File: config.mk
export PLATFORM = sky130hd
export DESIGN_NAME = asb_top
export DESIGN_NICKNAME = d
export VERILOG_FILES = /design/src/rtl/asb_pkg.sv /design/src/rtl/asb_chan_if.sv /design/src/rtl/asb_rx.sv /design/src/rtl/asb_top.sv /design/src/rtl/asb_tx.sv
export SDC_FILE = /design/constraint.sdc
export NUM_CORES = 1
export LEC_CHECK = 0
export BUFFER_PORTS_ARGS = -buffer_cell sky130_fd_sc_hd__buf_2
export CORE_ASPECT_RATIO = 0.6
export CORE_MARGIN = 8
export CORE_UTILIZATION = 69
export CTS_BUF_LIST = sky130_fd_sc_hd__clkbuf_4
export CTS_CLUSTER_DIAMETER = 120
export DETAILED_ROUTE_END_ITERATION = 6
export GPL_TIMING_DRIVEN = 0
export PLACE_DENSITY = 0.91
export RECOVER_POWER = 100
export REMOVE_ABC_BUFFERS = 1
export SLEW_MARGIN = 20
export SYNTH_ARGS = -nofsm -noshare
export SYNTH_HDL_FRONTEND = slang
export SYNTH_HIERARCHICAL = 1
export SYNTH_SLANG_ARGS = --single-unit
File: constraint.sdc
create_clock -name CLOCK -period 10.7 [get_ports CLOCK]
set_input_delay 1.605 -clock CLOCK [delete_from_list [all_inputs] [get_ports CLOCK]]
set_output_delay 1.605 -clock CLOCK [all_outputs]
set_load 0.005 [all_outputs]
File: src/rtl/asb_pkg.sv
// Summary of operation
// RULE1 - Transmit shift register sends its loaded byte serially on the output pin.
// RULE2 - After a frame, a waiting holding byte loads automatically and starts sending.
// RULE3 - With nothing to send, the output pin idles steadily high.
// RULE4 - Holding byte moves to shifter once empty; writes allowed while shifting.
// RULE5 - Holding register reads back its value; reading never disturbs transmission.
// RULE6 - Holding registers decode at I/O 06h for channel 0, 07h for channel 1.
// RULE7 - Receive shifter assembles a character, then moves it to FIFO if room.
// RULE8 - New character completing while shifter still holds one flags overrun.
// RULE9 - Each completed character enters a four-deep first-in first-out buffer.
// RULE10 - Reading the receive data register returns the oldest FIFO character.
// RULE11 - Receive data register is read-only, at I/O 08h and 09h.
// RULE12 - Receiver keeps shifting while FIFO is full, holding one extra character.
// RULE13 - Full flag sets when a character enters an empty FIFO, even if erroneous.
// RULE14 - Frame is start, 7 or 8 data, optional parity, one or two stops.
// RULE15 - Two channels, each with its own independent transmit and receive path.
// RULE16 - Overrun stays latched in a readable flag until software clears it.
package asb_pkg;
  // ****************************************************************
  // Register addresses
  // ****************************************************************
  localparam logic [7:0] ADDR_TX_HOLD_CH0 = 8'h06;
  localparam logic [7:0] ADDR_TX_HOLD_CH1 = 8'h07;
  localparam logic [7:0] ADDR_RX_READ_CH0 = 8'h08;
  localparam logic [7:0] ADDR_RX_READ_CH1 = 8'h09;
  // ****************************************************************
  // Sizes and counts
  // ****************************************************************
  localparam int FIFO_DEPTH = 4;
  localparam logic [2:0] FIFO_DEPTH_CNT = 3'h4;
  localparam logic [3:0] OVERSAMPLE = 4'hF;
  localparam logic [3:0] HALF_BIT = 4'h7;
  localparam logic [7:0] DATA_RESET = 8'h00;
  localparam logic [3:0] BITS_7 = 4'h7;
  localparam logic [3:0] BITS_8 = 4'h8;
  typedef enum logic [1:0] {ST_IDLE, ST_START, ST_BITS, ST_STOP} asb_state_e;
endpackage

File: src/rtl/asb_chan_if.sv
`timescale 1ns/10ps
// Per-channel bus and format bundle between top and channel
interface asb_chan_if;
  logic wr_hold;
  logic rd_fifo;
  logic [7:0] wdata;
  logic [7:0] hold_q;
  logic [7:0] fifo_q;
  logic [2:0] fmt;
  logic even_odd;
  logic clr_ovr;
  logic rx_full;
  logic ovr;
  logic perr;
  logic ferr;
  logic tx_empty;
  modport top (output wr_hold, rd_fifo, wdata, fmt, even_odd, clr_ovr,
    input hold_q, fifo_q, rx_full, ovr, perr, ferr, tx_empty);
  modport chan (input wr_hold, rd_fifo, wdata, fmt, even_odd, clr_ovr,
    output hold_q, fifo_q, rx_full, ovr, perr, ferr, tx_empty);
endinterface

File: src/rtl/asb_rx.sv
`timescale 1ns/10ps
module asb_rx (
  input wire logic clk,
  input wire logic rst_n,
  input wire logic samp_tick,
  input wire logic rx_in,
  input wire logic rd_fifo,
  input wire logic clr_ovr,
  input wire logic [2:0] fmt,
  input wire logic even_odd,
  output logic [7:0] fifo_q,
  output logic rx_full,
  output logic ovr,
  output logic perr,
  output logic ferr
);
  // ****************************************************************
  // Receive shifter, one-deep hold, and FIFO
  // ****************************************************************
  logic [7:0] mem_ff [asb_pkg::FIFO_DEPTH];
  logic [7:0] nxt_mem [asb_pkg::FIFO_DEPTH];
  logic [1:0] rp_ff, nxt_rp, wp_ff, nxt_wp;
  logic [2:0] cnt_ff, nxt_cnt;
  asb_pkg::asb_state_e st_ff, nxt_st;
  logic [3:0] ph_ff, nxt_ph, nb_ff, nxt_nb;
  logic [8:0] sh_ff, nxt_sh;
  logic [7:0] held_ff, nxt_held;
  logic held_v_ff, nxt_held_v;
  logic stop2_ff, nxt_stop2;
  logic ovr_ff, nxt_ovr, perr_ff, nxt_perr, ferr_ff, nxt_ferr;

  function automatic logic [3:0] data_bits(input logic [2:0] f);
    data_bits = (f[2] ? asb_pkg::BITS_8 : asb_pkg::BITS_7) + {3'h0, f[1]};
  endfunction

  // Next state: sample frame, hand off to FIFO
  always_comb begin
    logic [7:0] ch;
    logic pbit, push, pop;
    ch = asb_pkg::DATA_RESET;
    pbit = 1'b0;
    push = 1'b0;
    pop = rd_fifo && (cnt_ff != 3'h0); // [RULE10]
    nxt_st = st_ff;
    nxt_ph = ph_ff;
    nxt_nb = nb_ff;
    nxt_sh = sh_ff;
    nxt_held = held_ff;
    nxt_held_v = held_v_ff;
    nxt_stop2 = stop2_ff;
    nxt_ovr = clr_ovr ? 1'b0 : ovr_ff;
    // Clear first, so an error in the same cycle still sets
    nxt_perr = clr_ovr ? 1'b0 : perr_ff;
    nxt_ferr = clr_ovr ? 1'b0 : ferr_ff;
    nxt_mem = mem_ff;
    nxt_rp = rp_ff;
    nxt_wp = wp_ff;
    // Held character moves into FIFO when there is room [RULE7] [RULE9]
    if (held_v_ff && (cnt_ff != asb_pkg::FIFO_DEPTH_CNT || pop)) begin
      push = 1'b1;
      nxt_mem[wp_ff] = held_ff;
      nxt_wp = wp_ff + 2'h1;
      nxt_held_v = 1'b0;
    end
    if (pop) nxt_rp = rp_ff + 2'h1;
    if (samp_tick) begin
      nxt_ph = ph_ff + 4'h1;
      unique case (st_ff)
        asb_pkg::ST_IDLE: begin
          nxt_ph = 4'h0;
          if (!rx_in) nxt_st = asb_pkg::ST_START;
        end
        asb_pkg::ST_START: if (ph_ff == asb_pkg::HALF_BIT) begin
          nxt_ph = 4'h0;
          nxt_nb = 4'h0;
          nxt_st = rx_in ? asb_pkg::ST_IDLE : asb_pkg::ST_BITS;
        end
        asb_pkg::ST_BITS: if (ph_ff == asb_pkg::OVERSAMPLE) begin
          nxt_sh = {rx_in, sh_ff[8:1]}; // Keeps shifting even when FIFO full [RULE12]
          nxt_nb = nb_ff + 4'h1;
          if (nb_ff + 4'h1 == data_bits(fmt)) nxt_st = asb_pkg::ST_STOP; // [RULE14]
        end
        asb_pkg::ST_STOP: if (ph_ff == asb_pkg::OVERSAMPLE) begin
          if (fmt[0] && !stop2_ff && rx_in) begin
            nxt_stop2 = 1'b1;
          end else begin
            nxt_stop2 = 1'b0;
            nxt_st = asb_pkg::ST_IDLE;
            // Right-align the assembled bits
            ch = fmt[2] ? (fmt[1] ? sh_ff[7:0] : sh_ff[8:1]) :
              (fmt[1] ? {1'b0, sh_ff[8:2]} : {1'b0, sh_ff[8:2]});
            if (!fmt[2] && !fmt[1]) ch = {1'b0, sh_ff[8:2]};
            if (!fmt[2] && fmt[1]) ch = {1'b0, sh_ff[7:1]};
            pbit = sh_ff[8];
            if (!rx_in) nxt_ferr = 1'b1;
            if (fmt[1] && ((^ch) ^ pbit ^ even_odd)) nxt_perr = 1'b1;
            // Erroneous characters are still stored [RULE13]
            if (nxt_held_v) nxt_ovr = 1'b1; // Set beats clear [RULE8] [RULE16]
            else begin
              nxt_held = ch;
              nxt_held_v = 1'b1;
            end
          end
        end
      endcase
    end
    nxt_cnt = cnt_ff + {2'h0, push} - {2'h0, pop};
  end

  // Register stage
  always_ff @(posedge clk) begin
    if (!rst_n) begin
      for (int i = 0; i < asb_pkg::FIFO_DEPTH; i++) mem_ff[i] <= asb_pkg::DATA_RESET;
      rp_ff <= 2'h0;
      wp_ff <= 2'h0;
      cnt_ff <= 3'h0;
      st_ff <= asb_pkg::ST_IDLE;
      ph_ff <= 4'h0;
      nb_ff <= 4'h0;
      sh_ff <= 9'h000;
      held_ff <= asb_pkg::DATA_RESET;
      held_v_ff <= 1'b0;
      stop2_ff <= 1'b0;
      ovr_ff <= 1'b0;
      perr_ff <= 1'b0;
      ferr_ff <= 1'b0;
    end else begin
      mem_ff <= nxt_mem;
      rp_ff <= nxt_rp;
      wp_ff <= nxt_wp;
      cnt_ff <= nxt_cnt;
      st_ff <= nxt_st;
      ph_ff <= nxt_ph;
      nb_ff <= nxt_nb;
      sh_ff <= nxt_sh;
      held_ff <= nxt_held;
      held_v_ff <= nxt_held_v;
      stop2_ff <= nxt_stop2;
      ovr_ff <= nxt_ovr;
      perr_ff <= nxt_perr;
      ferr_ff <= nxt_ferr;
    end
  end

  assign fifo_q = mem_ff[rp_ff]; // Oldest character [RULE10]
  assign rx_full = cnt_ff != 3'h0; // [RULE13]
  assign ovr = ovr_ff;
  assign perr = perr_ff;
  assign ferr = ferr_ff;

  chk_fifo_bound: assert property (@(posedge clk) disable iff (!rst_n) // [RULE9]
    cnt_ff <= asb_pkg::FIFO_DEPTH_CNT)
    else $error("fifo count over depth");
  chk_full_set: assert property (@(posedge clk) disable iff (!rst_n) // [RULE13]
    (cnt_ff == 3'h0 && held_v_ff) |=> rx_full)
    else $error("full flag not set on first entry");
  chk_ovr_sticky: assert property (@(posedge clk) disable iff (!rst_n) // [RULE16]
    (ovr_ff && !clr_ovr) |=> ovr_ff)
    else $error("overrun flag dropped");
  chk_pop_order: assert property (@(posedge clk) disable iff (!rst_n) // [RULE10]
    (rd_fifo && cnt_ff > 3'h1) |=> fifo_q == $past(mem_ff[rp_ff + 2'h1]))
    else $error("fifo order broken");
endmodule

File: src/rtl/asb_top.sv
`timescale 1ns/10ps
module asb_top (
  input wire logic CLOCK,
  input wire logic RESET_N,
  input wire logic [7:0] IO_ADDR,
  input wire logic IO_WR,
  input wire logic IO_RD,
  input wire logic [7:0] IO_WDATA,
  output logic [7:0] IO_RDATA,
  input wire logic BIT_TICK,
  input wire logic SAMPLE_TICK,
  input wire logic [2:0] FMT_CH0,
  input wire logic [2:0] FMT_CH1,
  input wire logic PARITY_ODD_CH0,
  input wire logic PARITY_ODD_CH1,
  input wire logic [1:0] CLEAR_ERRORS,
  output logic [1:0] RX_FULL,
  output logic [1:0] OVERRUN,
  output logic [1:0] PARITY_ERR,
  output logic [1:0] FRAMING_ERR,
  output logic [1:0] TX_HOLD_EMPTY,
  input wire logic [1:0] SERIAL_IN_PIN,
  output logic [1:0] SERIAL_OUT_PIN
);
  // ****************************************************************
  // Input synchronisers and address decode
  // ****************************************************************
  logic [1:0] rx_meta_ff, rx_sync_ff;
  logic [7:0] rd_ff, nxt_rd;
  asb_chan_if ch [2] ();

  // Two-stage synchroniser for the serial pins
  always_ff @(posedge CLOCK) begin
    if (!RESET_N) begin
      rx_meta_ff <= 2'h3;
      rx_sync_ff <= 2'h3;
    end else begin
      rx_meta_ff <= SERIAL_IN_PIN;
      rx_sync_ff <= rx_meta_ff;
    end
  end

  // Read mux; receive registers ignore writes [RULE11]
  always_comb begin
    nxt_rd = rd_ff;
    if (IO_RD) begin
      unique case (IO_ADDR)
        asb_pkg::ADDR_TX_HOLD_CH0: nxt_rd = ch[0].hold_q; // [RULE5] [RULE6]
        asb_pkg::ADDR_TX_HOLD_CH1: nxt_rd = ch[1].hold_q;
        asb_pkg::ADDR_RX_READ_CH0: nxt_rd = ch[0].fifo_q; // [RULE11]
        asb_pkg::ADDR_RX_READ_CH1: nxt_rd = ch[1].fifo_q;
        default: nxt_rd = asb_pkg::DATA_RESET;
      endcase
    end
  end

  always_ff @(posedge CLOCK) begin
    if (!RESET_N) rd_ff <= asb_pkg::DATA_RESET;
    else rd_ff <= nxt_rd;
  end
  assign IO_RDATA = rd_ff;

  // ****************************************************************
  // Two independent channels
  // ****************************************************************
  for (genvar g = 0; g < 2; g++) begin : g_ch // [RULE15]
    assign ch[g].wr_hold = IO_WR && (IO_ADDR == (g == 0 ? asb_pkg::ADDR_TX_HOLD_CH0 :
      asb_pkg::ADDR_TX_HOLD_CH1)); // [RULE6]
    assign ch[g].rd_fifo = IO_RD && (IO_ADDR == (g == 0 ? asb_pkg::ADDR_RX_READ_CH0 :
      asb_pkg::ADDR_RX_READ_CH1));
    assign ch[g].wdata = IO_WDATA;
    assign ch[g].fmt = g == 0 ? FMT_CH0 : FMT_CH1;
    assign ch[g].even_odd = g == 0 ? PARITY_ODD_CH0 : PARITY_ODD_CH1;
    assign ch[g].clr_ovr = CLEAR_ERRORS[g];
    asb_tx u_tx (
      .clk(CLOCK),
      .rst_n(RESET_N),
      .bit_tick(BIT_TICK),
      .wr_hold(ch[g].wr_hold),
      .wdata(ch[g].wdata),
      .fmt(ch[g].fmt),
      .even_odd(ch[g].even_odd),
      .hold_q(ch[g].hold_q),
      .hold_empty(ch[g].tx_empty),
      .serial_out_pin(SERIAL_OUT_PIN[g])
    );
    asb_rx u_rx (
      .clk(CLOCK),
      .rst_n(RESET_N),
      .samp_tick(SAMPLE_TICK),
      .rx_in(rx_sync_ff[g]),
      .rd_fifo(ch[g].rd_fifo),
      .clr_ovr(ch[g].clr_ovr),
      .fmt(ch[g].fmt),
      .even_odd(ch[g].even_odd),
      .fifo_q(ch[g].fifo_q),
      .rx_full(ch[g].rx_full),
      .ovr(ch[g].ovr),
      .perr(ch[g].perr),
      .ferr(ch[g].ferr)
    );
    assign RX_FULL[g] = ch[g].rx_full;
    assign OVERRUN[g] = ch[g].ovr; // [RULE16]
    assign PARITY_ERR[g] = ch[g].perr;
    assign FRAMING_ERR[g] = ch[g].ferr;
    assign TX_HOLD_EMPTY[g] = ch[g].tx_empty;
  end

  chk_rd_hold0: assert property (@(posedge CLOCK) disable iff (!RESET_N) // [RULE5]
    (IO_RD && IO_ADDR == asb_pkg::ADDR_TX_HOLD_CH0) |=> IO_RDATA == $past(ch[0].hold_q))
    else $error("holding readback wrong");
endmodule

File: src/rtl/asb_tx.sv
`timescale 1ns/10ps
module asb_tx (
  input wire logic clk,
  input wire logic rst_n,
  input wire logic bit_tick,
  input wire logic wr_hold,
  input wire logic [7:0] wdata,
  input wire logic [2:0] fmt,
  input wire logic even_odd,
  output logic [7:0] hold_q,
  output logic hold_empty,
  output logic serial_out_pin
);
  // ****************************************************************
  // Transmit holding and shift registers
  // ****************************************************************
  logic [7:0] hold_ff, nxt_hold;
  logic hold_full_ff, nxt_hold_full;
  logic [10:0] shift_ff, nxt_shift;
  logic [3:0] left_ff, nxt_left;
  logic line_ff, nxt_line;

  function automatic logic [3:0] frame_len(input logic [2:0] f);
    frame_len = 4'h2 + (f[2] ? asb_pkg::BITS_8 : asb_pkg::BITS_7)
      + {3'h0, f[1]} + {3'h0, f[0]};
  endfunction

  // Next state: load, shift, idle high
  always_comb begin
    logic [7:0] d;
    logic par;
    d = hold_ff;
    par = 1'b0;
    nxt_hold = hold_ff;
    nxt_hold_full = hold_full_ff;
    nxt_shift = shift_ff;
    nxt_left = left_ff;
    nxt_line = line_ff;
    if (bit_tick) begin
      if (left_ff != 4'h0) begin
        nxt_line = shift_ff[0]; // [RULE1]
        nxt_shift = {1'b1, shift_ff[10:1]};
        nxt_left = left_ff - 4'h1;
      end else if (hold_full_ff) begin
        // Load holding byte once the shifter drains [RULE2] [RULE4]
        if (!fmt[2]) d[7] = 1'b0;
        par = (^d) ^ even_odd;
        nxt_line = 1'b0;
        if (fmt[2]) nxt_shift = {2'h3, fmt[1] ? par : 1'b1, d}; // [RULE14]
        else nxt_shift = {3'h7, fmt[1] ? par : 1'b1, d[6:0]};
        nxt_left = frame_len(fmt) - 4'h1;
        nxt_hold_full = 1'b0;
      end else begin
        nxt_line = 1'b1; // [RULE3]
      end
    end
    // Write accepted even while shifting; set wins over load
    if (wr_hold) begin
      nxt_hold = wdata; // [RULE4]
      nxt_hold_full = 1'b1;
    end
  end

  // Register stage
  always_ff @(posedge clk) begin
    if (!rst_n) begin
      hold_ff <= asb_pkg::DATA_RESET;
      hold_full_ff <= 1'b0;
      shift_ff <= 11'h7FF;
      left_ff <= 4'h0;
      line_ff <= 1'b1;
    end else begin
      hold_ff <= nxt_hold;
      hold_full_ff <= nxt_hold_full;
      shift_ff <= nxt_shift;
      left_ff <= nxt_left;
      line_ff <= nxt_line;
    end
  end

  assign hold_q = hold_ff; // [RULE5]
  assign hold_empty = !hold_full_ff;
  assign serial_out_pin = line_ff;

  chk_idle_high: assert property (@(posedge clk) disable iff (!rst_n) // [RULE3]
    (left_ff == 4'h0 && !hold_full_ff && bit_tick) |=> serial_out_pin)
    else $error("tx line not idle high");
  chk_load_start: assert property (@(posedge clk) disable iff (!rst_n) // [RULE2]
    (left_ff == 4'h0 && hold_full_ff && bit_tick && !wr_hold) |=>
    (!serial_out_pin && !hold_full_ff && left_ff != 4'h0))
    else $error("tx load did not start frame");
  chk_write_kept: assert property (@(posedge clk) disable iff (!rst_n) // [RULE4]
    wr_hold |=> (hold_ff == $past(wdata) && hold_full_ff))
    else $error("tx write lost");
endmodule

==> results of run 1 <==
[layout make-up]
cell class              count  share of cell area [%]
inverters                  37                    1.25
clock buffers              18                    1.22
repair buffers             59                    2.81
well taps                 203                    2.29
flip-flops and latches    200                    36.0
clock inverters            14                    1.18
multi-input cells         882                    55.2
[per-layer routing]
metal	vias to the layer above	wire, um	GRT usage [%]
met1	4156	11300	34.9
met3	42	2050	5.40
met2	356	10700	36.6
li1	4197	-	-
met5	-	0	0
met4	0	367	6.41
[power breakdown]
group	leakage [uW]	internal, uW	total (uW)	switching [uW]
registers	0.00161	772	789	16.8
logic	0.00212	80.6	219	138
clock network	0.000149	106	390	284
total	0.00389	959	1400	439
[Yosys cell counts, types with 10 or more instances]
cell / n
clkbuf_1: 48
a21oi_1: 44
a21boi_0: 46
nor3_1: 18
nor2_1: 70
o21ai_0: 38
buf_4: 15
inv_1: 35
xor2_1: 10
a22o_1: 10
and2_1: 30
nand2_1: 154
xnor2_1: 32
o22ai_1: 11
a21boi_1: 24
o311ai_0: 15
nand2b_1: 11
dfxtp_1: 200
mux2i_1: 56
nor2b_1: 64
nand4_1: 11
mux4_2: 16
nand3_1: 76
ha_1: 32
[final timing paths]
| check | slack, ps | cells after the start | startpoint | endpoint |
|---|---|---|---|---|
| worst max register to register | 6740 | 12 | g_ch[0].u_rx/cnt_ff[1] | g_ch[0].u_rx/cnt_ff[2] |
| worst max-delay path | 5460 | 15 | IO_ADDR[1] | g_ch[1].u_rx/cnt_ff[2] |
| worst min register to register | 430 | 1 | rx_meta_ff[0] | rx_sync_ff[0] |
| worst min-delay path | 430 | 1 | rx_meta_ff[0] | rx_sync_ff[0] |
[flip-flops by register name (all words and copies together), names as in the netlist, named ones only]
register and count:
g_ch.u_rx/mem_ff 64, g_ch.u_rx/sh_ff 18, g_ch.u_tx/shift_ff 18, g_ch.u_rx/held_ff 16, g_ch.u_tx/hold_q 16, IO_RDATA 8
g_ch.u_rx/nb_ff 8, g_ch.u_rx/ph_ff 8, g_ch.u_tx/left_ff 8, g_ch.u_rx/cnt_ff 6, g_ch.u_rx/rp_ff 4, g_ch.u_rx/wp_ff 4
g_ch.u_rx/ferr 2, g_ch.u_rx/held_v_ff 2, g_ch.u_rx/ovr 2, g_ch.u_rx/perr 2, g_ch.u_rx/st_ff 2, g_ch.u_rx/stop2_ff 2
g_ch.u_tx/hold_full_ff 2, g_ch.u_tx/serial_out_pin 2, rx_meta_ff 2, rx_sync_ff 2
[layout by cell type, fill, tap and decap left out, types with 15 or more instances in the layout]
cell type and instances:
a21boi_0 68, a21oi_1 44, and2_0 17, buf_2 39, clkbuf_1 16, clkbuf_4 18
dfxtp_1 200, ha_1 32, inv_1 35, mux2i_1 56, mux4_2 16, nand2_1 154
nand3_1 76, nor2_1 70, nor2b_1 62, nor3_1 18, o21ai_0 38, o311ai_0 15
xnor2_1 32
[logic make-up (layout without fill, tap and decap cells)]
| logic type | after synthesis | count (layout) | share of synthesized area, % |
|---|---|---|---|
| DFF | 200 | 200 | 37.4 |
| buffers and inverters | 124 | 128 | 5.67 |
| xor gates and xnor gates | 46 | 46 | 4.16 |
| AOI/OAI and AO/OA | 256 | 256 | 17.8 |
| muxes | 72 | 72 | 8.59 |
| and+or+nand+nor | 472 | 472 | 22.0 |
| adders and majority gates | 36 | 36 | 4.48 |
[metrics by stage]
step	total power (uW)	instance area [sq um]	setup WS, ps
6_report	1400	11100	5460
3_5_place_dp	1020	10900	5970
4_1_cts	1400	11200	6600
2_1_floorplan	950	10200	5390
5_1_grt	1460	11100	5190
3_3_place_gp	1010	10800	4400
[worst max-delay path, stage by stage]
cell and delay [ps]:
clkbuf_1 100, or3b_1 570, nor3_1 320, nor4b_1 210
nor2b_4 170, clkbuf_1 1180, inv_1 170, ha_1 360
inv_1 60, ha_1 130, inv_1 50, fa_1 370
xnor2_1 190, xnor2_1 140, and2_0 140
==> results.sh, run 1 <==
export IMPL_hold_path_class="reg -> reg"
export IMPL_tritoncts="done"
export IMPL_path_clk_slew_ps=190
export IMPL_grt_pass1_wl_um=40600
export IMPL_numCtsBuffers=17
export IMPL_cts_root_buf="clkbuf_4"
export IMPL_grt_overflow=0
export IMPL_insertion_delay_ps=590
export IMPL_totalWireLength_um=24400
export IMPL_irDropWorstVdd_mv=0.0730
export IMPL_syn_avg_cell_area_sq_um=8.89
export IMPL_synth_flop_cell="dfxtp_1"
export IMPL_row_count=35
export IMPL_cts_sinks=200
export IMPL_fin_crit_ps=5240
export IMPL_async_flop_share_pct=0
export IMPL_grt_max_degree=129
export IMPL_synth_top_cell_by_area="dfxtp_1"
export IMPL_via_per_inst=6.19
export IMPL_setup_violations=0
export IMPL_portBuffers=53
export IMPL_timing_hold_ws_ps=430
export IMPL_yosys_top_cells_area="dfxtp_1, nand2_1, mux2i_1, ha_1, nor2b_1"
export IMPL_synth_cell_types=79
export IMPL_critPathKind="in -> reg"
export IMPL_netlist_area_sq_um=10700
export IMPL_critPathLaunchType="input pin"
export IMPL_first_pass_iters=5
export IMPL_rsz0062_at_grt="no"
export IMPL_fin_cells=1413
export IMPL_worst_path_max_fanout=37
export IMPL_cap_viol_max_count=3
export IMPL_antenna_found_initial=0
export IMPL_drv_slew=135
export IMPL_route_vias_total=8751
export IMPL_violations="max-capacitance violations, max-slew violations"
export IMPL_grt_pass1_vias=8228
export IMPL_cp_required_ps=11250
export IMPL_worst_pin_slew_ps=2340
export IMPL_initial_core_util_pct=70.1
export IMPL_nNetsFinal=1267
export IMPL_detail_route_antenna_nets=0
export IMPL_yosysWarnings=6
export IMPL_regArea_sq_um=4000
export IMPL_clock_path_buffers=2
export IMPL_skew_ps=36.9
export IMPL_boundaryPins=54
export IMPL_drive_above_1_share_pct=10.2
export IMPL_nFillCells=1149
export IMPL_multi_input_area_sq_um=6140
export IMPL_fin_crit_sh_pct=48.9
export IMPL_power_density_nw_per_um2=126
export IMPL_die_area_sq_um=19900
export IMPL_synth_top_area_share_pct=37.4
export IMPL_place_congestion=0.877
export IMPL_ys_ff_latch=200
export IMPL_maxSlewHeadroom_pct=-56.3
export IMPL_seq_area_frac_synth_pct=37.4
export IMPL_hold_violations=0
export IMPL_track_usage_pct=24.4
export IMPL_status="complete, but fails checks"
export IMPL_leakage_uw=0.00389
export IMPL_fin_tns_setup_ps=0
export IMPL_cp_end_kind="flop"
export IMPL_syn_to_final_growth_pct=3.70
export IMPL_wl_per_cell_um=17.3
export IMPL_coreArea_sq_um=15300
export IMPL_fin_util_pct=72.7
export IMPL_fmax_ghz=0.191
export IMPL_num_antenna_cells=0
export IMPL_post_cts_buffers=0
export IMPL_die_x_um=177
export IMPL_die_h_um=113
export IMPL_worstPathArrival_ps=5780
export IMPL_synthCells=1206
export IMPL_dpl_hpwl_um=16900
export IMPL_dp_cells=1381
export IMPL_cts_hold_buffers=0
export IMPL_synth_edf_count=0
export IMPL_drc=0
export IMPL_drt_iter0_drc=837
export IMPL_htreeDepth=4
export IMPL_cts_resized_gates=0
(Power assumes the default switching activity.)
==> inputs of run 2 (changes only) <==
--- a/config.mk
+++ b/config.mk
@@ -5,15 +5,16 @@
 export SDC_FILE = /design/constraint.sdc
 export NUM_CORES = 1
 export LEC_CHECK = 0
+export ABC_AREA = 1
 export BUFFER_PORTS_ARGS = -buffer_cell sky130_fd_sc_hd__buf_2
 export CORE_ASPECT_RATIO = 0.6
 export CORE_MARGIN = 8
-export CORE_UTILIZATION = 69
+export CORE_UTILIZATION = 58
 export CTS_BUF_LIST = sky130_fd_sc_hd__clkbuf_4
 export CTS_CLUSTER_DIAMETER = 120
 export DETAILED_ROUTE_END_ITERATION = 6
 export GPL_TIMING_DRIVEN = 0
-export PLACE_DENSITY = 0.91
+export PLACE_DENSITY = 0.82
 export RECOVER_POWER = 100
 export REMOVE_ABC_BUFFERS = 1
 export SLEW_MARGIN = 20
==> constraint.sdc (replaced) <==
create_clock -name CLOCK -period 4.4 [get_ports CLOCK]
set_input_delay 0.66 -clock CLOCK [delete_from_list [all_inputs] [get_ports CLOCK]]
set_output_delay 0.66 -clock CLOCK [all_outputs]
set_load 0.005 [all_outputs]
==> run 2 against run 1 <==
Against the previous run:
- via count up 11%
- area after synthesis decreased by 2.0%
- critical path type unchanged
- critical path depth grew 1
- flip-flop and latch count unchanged
- die area up 15%
- worst setup slack worse by 4500 ps
- first-iteration DRC count increased by 30%
- non-clock buffer count down 5
- clock-buffer cell count decreased by 1
- power rose to 2.8 times the previous value
- the flow still finishes with violations (max-capacitance violations, max-slew violations)
- clock power grew to 2.8 times the previous value
- utilization decreased by 12 points
==> results.sh, run 2 <==
export IMPL_clock_path_buffers=2
export IMPL_route_vias_total=9696
export IMPL_row_count=38
export IMPL_critPathKind="in -> reg"
export IMPL_num_antenna_cells=0
export IMPL_maxSlewHeadroom_pct=-42.0
export IMPL_drive_above_1_share_pct=7.68
export IMPL_drv_slew=108
export IMPL_detail_route_antenna_nets=0
export IMPL_antenna_found_initial=0
export IMPL_synthCells=1483
export IMPL_power_density_nw_per_um2=363
export IMPL_reg_top3="g_ch.u_rx/mem_ff: 64 flops, g_ch.u_rx/sh_ff: 18 flops, g_ch.u_tx/shift_ff: 18 flops"
export IMPL_cts_hold_buffers=0
export IMPL_irDropWorstVdd_mv=0.237
export IMPL_post_cts_buffers=0
export IMPL_cp_required_ps=4910
export IMPL_syn_to_final_growth_pct=3.65
export IMPL_initial_core_util_pct=58.6
export IMPL_top_register="g_ch.u_rx/mem_ff"
export IMPL_fmax_ghz=0.292
export IMPL_die_h_um=120
export IMPL_place_congestion=0.883
export IMPL_via_per_inst=5.58
export IMPL_synth_edf_count=0
export IMPL_seq_area_frac_synth_pct=38.1
export IMPL_fin_ws_ps=970
export IMPL_cp_cell_sequence="buf_2 -> inv_1 -> nand2_1 -> nor2_8 -> nand2_1 -> nor2_1 -> nor3_1 -> nor2_4 -> inv_1 -> ha_1 -> inv_1 -> ha_1 -> inv_1 -> fa_1 -> o21ai_0 -> a21oi_1"
export IMPL_power_uw=3950
export IMPL_hold_violations=0
export IMPL_dpl_hpwl_um=18300
export IMPL_violations="max-capacitance violations, max-slew violations"
export IMPL_preCtsSetupSlack_ps=481
export IMPL_synth_cell_types=47
export IMPL_hold_path_class="in -> reg"
export IMPL_yosysMostFrequentCell="nand2_1"
export IMPL_yosys_top_cells_area="dfxtp_1, nand2_1, a21oi_1, nand3_1, o21ai_0"
export IMPL_nFillCells=1665
export IMPL_final_cell_mix="nand2_1, dfxtp_1, a21oi_1"
export IMPL_coreArea_sq_um=17900
export IMPL_numCtsBuffers=17
export IMPL_grt_max_degree=73
export IMPL_cts_sinks=200
export IMPL_worstPathArrival_ps=3940
export IMPL_synth_flop_cell="dfxtp_1"
export IMPL_fin_crit_sh_pct=77.9
export IMPL_cp_common_cell="inv_1"
export IMPL_netlist_area_sq_um=10500
export IMPL_cp_end_kind="flop"
export IMPL_ys_ff_latch=200
export IMPL_cap_viol_max_count=4
export IMPL_yosysWarnings=6
export IMPL_grt_pass1_wl_um=41600
export IMPL_critPathLaunchType="input pin"
export IMPL_first_pass_iters=5
export IMPL_syn_avg_cell_area_sq_um=7.08
export IMPL_portBuffers=53
export IMPL_grt_overflow=0
export IMPL_skew_ps=33.5
export IMPL_largest_reg_flops=64
export IMPL_grt_pass1_vias=8480
export IMPL_async_flop_share_pct=0
export IMPL_multi_input_area_sq_um=5420
export IMPL_boundaryPins=54
export IMPL_insertion_delay_ps=630
export IMPL_nNetsFinal=1555
export IMPL_worst_pin_slew_ps=2110
export IMPL_rsz0062_at_grt="no"
export IMPL_cp_slowest_stage_delay_ps=670
export IMPL_htreeDepth=4
export IMPL_path_clk_slew_ps=170
export IMPL_setup_violations=0
export IMPL_synth_top_cell_by_area="dfxtp_1"
export IMPL_worst_path_max_fanout=39
export IMPL_track_usage_pct=21.9
export IMPL_wl_per_cell_um=14.6
export IMPL_synth_top_area_share_pct=38.1
export IMPL_die_x_um=190
export IMPL_tritoncts="done"
export IMPL_worst_path_max_delay_cell="nor2_4"
export IMPL_drt_iter0_drc=1087
export IMPL_status="complete, but fails checks"
export IMPL_die_area_sq_um=22800
export IMPL_cts_resized_gates=0
export IMPL_min_path_cells=2
export IMPL_fin_crit_ps=3430
export IMPL_synth_common_cells="nand2_1, dfxtp_1, a21oi_1"
export IMPL_leakage_uw=0.00466
export IMPL_cts_root_buf="clkbuf_4"
export IMPL_drc=0
export IMPL_totalWireLength_um=25300
export IMPL_layout_commonest_cell="nand2_1"
export IMPL_ff2ff_path_depth=9
export IMPL_regArea_sq_um=4000
run 2: final cells by class:
| cell class | instances | share of cell area, % |
|---|---|---|
| Inverter | 152 | 5.25 |
| Clock buffer | 17 | 1.17 |
| Timing Repair Buffer | 54 | 2.47 |
| Tap cell | 240 | 2.76 |
| Sequential cell | 200 | 36.8 |
| Multi-Input combinational cell | 1060 | 49.7 |
| Clock inverter | 15 | 1.83 |
run 2: critical path: cells and delay by family:
kind	cells	cell delay, ps
adders and majority gates	3	820
AOI/OAI and AO/OA	2	210
buffers and inverters	5	410
and+or+nand+nor	6	1810
run 2: cells by family (layout without fill, tap and decap cells):
| logic type | after synthesis | in the layout | share of synthesized area, % |
|---|---|---|---|
| XOR/XNOR | 14 | 14 | 1.17 |
| flip-flops | 200 | 200 | 38.1 |
| multiplexers | 1 | 1 | 0.0953 |
| adder cells (fa/ha/maj) | 36 | 36 | 4.57 |
| buffers and inverters | 223 | 238 | 9.33 |
| AND/OR/NAND/NOR | 619 | 619 | 26.1 |
| AO/OA/AOI/OAI | 390 | 390 | 20.6 |
run 2: metrics by stage:
stage | hold slack, ps | cells | TNS, ps | instance area, sq um | utilization (%)
after detailed placement | 403 | 1706 | 0 | 10700 | 59.7
after global placement | 397 | 1705 | -8020 | 10700 | 59.5
final | 225 | 1738 | 0 | 10900 | 60.7
after CTS | 184 | 1738 | 0 | 11000 | 61.5
after floorplan | 393 | 1412 | 0 | 10100 | -
after global routing | 184 | 1738 | 0 | 10900 | 60.7
run 2: path summary, 6_finish.rpt:
check	startpoint	end	slack [ps]
worst min-delay path	SERIAL_IN_PIN[0]	rx_meta_ff[0]	230
worst min register to register	rx_meta_ff[0]	rx_sync_ff[0]	430
worst max register to register	g_ch[1].u_tx/left_ff[0]	g_ch[1].u_tx/left_ff[0]	980
worst max-delay path	IO_ADDR[4]	g_ch[0].u_rx/cnt_ff[2]	970
run 2: report_power, final:
| group | total [uW] | switching [uW] | leakage, uW | internal [uW] |
|---|---|---|---|---|
| Sequential | 1980 | 58.4 | 0.00162 | 1920 |
| Clock | 1090 | 713 | 0.000175 | 373 |
| Combinational | 881 | 597 | 0.00287 | 284 |
| Total | 3950 | 1370 | 0.00466 | 2580 |
run 2: per-layer routing:
layer	GRT usage, %	vias up	share of wire [%]
met5	0	-	0
met4	6.18	0	1.2
met3	4.31	27	7.6
met2	31.6	352	41
met1	32.5	4412	50
li1	-	4905	-
==> inputs of run 3 (changes only) <==
==> constraint.sdc (replaced) <==
create_clock -name CLOCK -period 2.97 [get_ports CLOCK]
set_input_delay 0.4455 -clock CLOCK [delete_from_list [all_inputs] [get_ports CLOCK]]
set_output_delay 0.4455 -clock CLOCK [all_outputs]
set_load 0.005 [all_outputs]
==> run 3 against run 2 <==
Against the previous run:
- the run still ends with max-capacitance violations, max-slew violations left
- via count rose by 0.37%
- wire length rose by 0.88%
- sequential power rose by 48%
- register-to-register slack got worse by 760 ps
==> results.sh, run 3 (synthesis gave the netlist of run 2 again) <==
export IMPL_final_cell_mix="nand2_1, dfxtp_1, a21oi_1"
export IMPL_cp_common_cell="inv_1"
export IMPL_critPathLaunchType="flop"
export IMPL_post_cts_buffers=0
export IMPL_violations="max-capacitance violations, max-slew violations"
export IMPL_pwr_share_seq_pct=50.0
export IMPL_top_register="g_ch.u_rx/mem_ff"
export IMPL_dp_cells=1706
export IMPL_internal_power_uw=3830
export IMPL_num_antenna_cells=0
export IMPL_preCtsSetupSlack_ps=-734
export IMPL_maxSlewHeadroom_pct=-7.78
export IMPL_grt_pass1_wl_um=41800
export IMPL_detail_route_antenna_nets=0
export IMPL_die_area_sq_um=22800
export IMPL_boundaryPins=54
export IMPL_drv_slew=45
export IMPL_numCtsBuffers=17
export IMPL_setup_violations=0
export IMPL_p_comb_share_pct=22.6
export IMPL_worst_path_max_fanout=10
export IMPL_place_congestion=0.883
export IMPL_irDropWorstVdd_mv=0.346
export IMPL_cap_viol_max_count=1
export IMPL_nNetsFinal=1559
export IMPL_die_x_um=190
export IMPL_cts_resized_gates=0
export IMPL_fin_ws_ps=217
export IMPL_grt_max_degree=73
export IMPL_leakage_uw=0.00468
export IMPL_critPathKind="reg -> reg"
export IMPL_dpl_hpwl_um=18300
export IMPL_wl_per_cell_um=14.6
export IMPL_path_delay_family="simple AND/OR/NAND/NOR gates"
export IMPL_first_pass_iters=5
export IMPL_path_clk_slew_ps=190
export IMPL_status="complete, but fails checks"
export IMPL_path_buf_inv=4
export IMPL_drt_iter0_drc=1079
export IMPL_power_uw=5870
export IMPL_worstPathArrival_ps=3260
export IMPL_fin_crit_sh_pct=92.7
export IMPL_antenna_found_initial=0
export IMPL_rsz0062_at_grt="no"
export IMPL_row_count=38
export IMPL_p_sw_uw=2050
export IMPL_fin_cells=1742
export IMPL_reg_top3="g_ch.u_rx/mem_ff: 64 flops, g_ch.u_rx/sh_ff: 18 flops, g_ch.u_tx/shift_ff: 18 flops"
export IMPL_fin_util_pct=61.1
export IMPL_cp_end_kind="flop"
export IMPL_cts_root_buf="clkbuf_4"
export IMPL_worst_pin_slew_ps=1610
export IMPL_drc=0
export IMPL_fin_crit_ps=2750
export IMPL_grt_pass1_vias=8509
export IMPL_hold_path_class="in -> reg"
export IMPL_largest_reg_flops=64
export IMPL_switching_share_pct=34.9
export IMPL_worst_path_max_delay_cell="nor3_1"
export IMPL_power_density_nw_per_um2=536
export IMPL_grt_overflow=0
export IMPL_cp_cell_sequence="inv_1 -> nand2_1 -> nor3_1 -> nor2_4 -> inv_1 -> ha_1 -> inv_1 -> ha_1 -> inv_1 -> fa_1 -> o21ai_0 -> a21oi_1"
export IMPL_layout_commonest_cell="nand2_1"
export IMPL_timing_hold_ws_ps=62.4
export IMPL_fmax_ghz=0.363
export IMPL_track_usage_pct=22.0
export IMPL_via_per_inst=5.59
export IMPL_p_clk_share_pct=27.4
export IMPL_cp_required_ps=3470
export IMPL_insertion_delay_ps=630
export IMPL_skew_ps=33.4
export IMPL_hold_violations=0
export IMPL_htreeDepth=4
export IMPL_route_vias_total=9732
export IMPL_tritoncts="done"
export IMPL_portBuffers=53
export IMPL_drive_above_1_share_pct=8.59
export IMPL_clock_path_buffers=2
export IMPL_cts_sinks=200
export IMPL_coreArea_sq_um=17900
export IMPL_cp_slowest_stage_delay_ps=770
export IMPL_totalWireLength_um=25500
export IMPL_die_h_um=120
export IMPL_initial_core_util_pct=58.6
export IMPL_syn_to_final_growth_pct=4.24
run 3: cell types whose count changed in the layout (fill, tap and decap cells not counted), moves of 2 or more:
cell,previous run,this run
nand2_4,0,4
inv_2,10,13
clkbuf_2,0,2
o21ai_1,1,12
o21ai_0,142,129
nand2_1,322,318
dlygate4sd3_1,0,2
buf_2,34,36
clkbuf_1,19,16
inv_1,139,136
run 3: metal layers:
| layer | routed length (um) | up-vias | track usage [%] |
|---|---|---|---|
| met4 | 328 | 0 | 6.23 |
| li1 | - | 4914 | - |
| met2 | 10600 | 332 | 31.7 |
| met5 | 0 | - | 0 |
| met3 | 2070 | 32 | 4.23 |
| met1 | 12600 | 4454 | 32.7 |
run 3: power by group through the flow:
stage               Clock (uW)  Combinational [uW]  Sequential, uW
finish                    1610                1330            2940
global route              1760                1540            2960
CTS                       1640                1360            2930
detailed placement           0                1350            2990
global placement             0                1310            2980
floorplan                    0                1050            2970
run 3: layout make-up:
class	instances	area, sq um
fillers	1653	6980
multi-input cells	1062	5480
flip-flops and latches	200	4000
inverters	152	572
well taps	240	300
repair buffers	56	270
clock inverters	15	199
clock buffers	17	128
run 3: worst paths after layout:
| kind | depth (start not counted) | endpoint | startpoint | slack [ps] |
|---|---|---|---|---|
| max reg2reg | 12 | g_ch[0].u_rx/cnt_ff[2] | g_ch[0].u_rx/cnt_ff[1] | 220 |
| max | 12 | g_ch[0].u_rx/cnt_ff[2] | g_ch[0].u_rx/cnt_ff[1] | 220 |
| min | 4 | g_ch[1].u_rx/ferr | CLEAR_ERRORS[1] | 60 |
| min reg2reg | 1 | rx_sync_ff[0] | rx_meta_ff[0] | 430 |
run 3: through the flow:
step | TNS (ps) | area (sq um)
floorplan | -3400 | 10100
global placement | -82460 | 10700
detailed placement | -4460 | 10700
CTS | 0 | 11100
global route | 0 | 10900
finish | 0 | 10900
run 3: timing repair:
item	in CTS	in global routing
gates cloned	1	1
pin swaps	1	1
endpoints found under the setup margin	2	1
endpoints found under the hold margin	2	0
hold buffers	2	0
run 3: worst register-to-register path, cell delays in order, from the launching register on:
cell and delay, ps:
dfxtp_1 380, inv_1 60, nand2_1 60, nor3_1 770, nor2_4 170, inv_1 160, ha_1 240, inv_1 60
ha_1 130, inv_1 50, fa_1 370, o21ai_0 160, a21oi_1 60
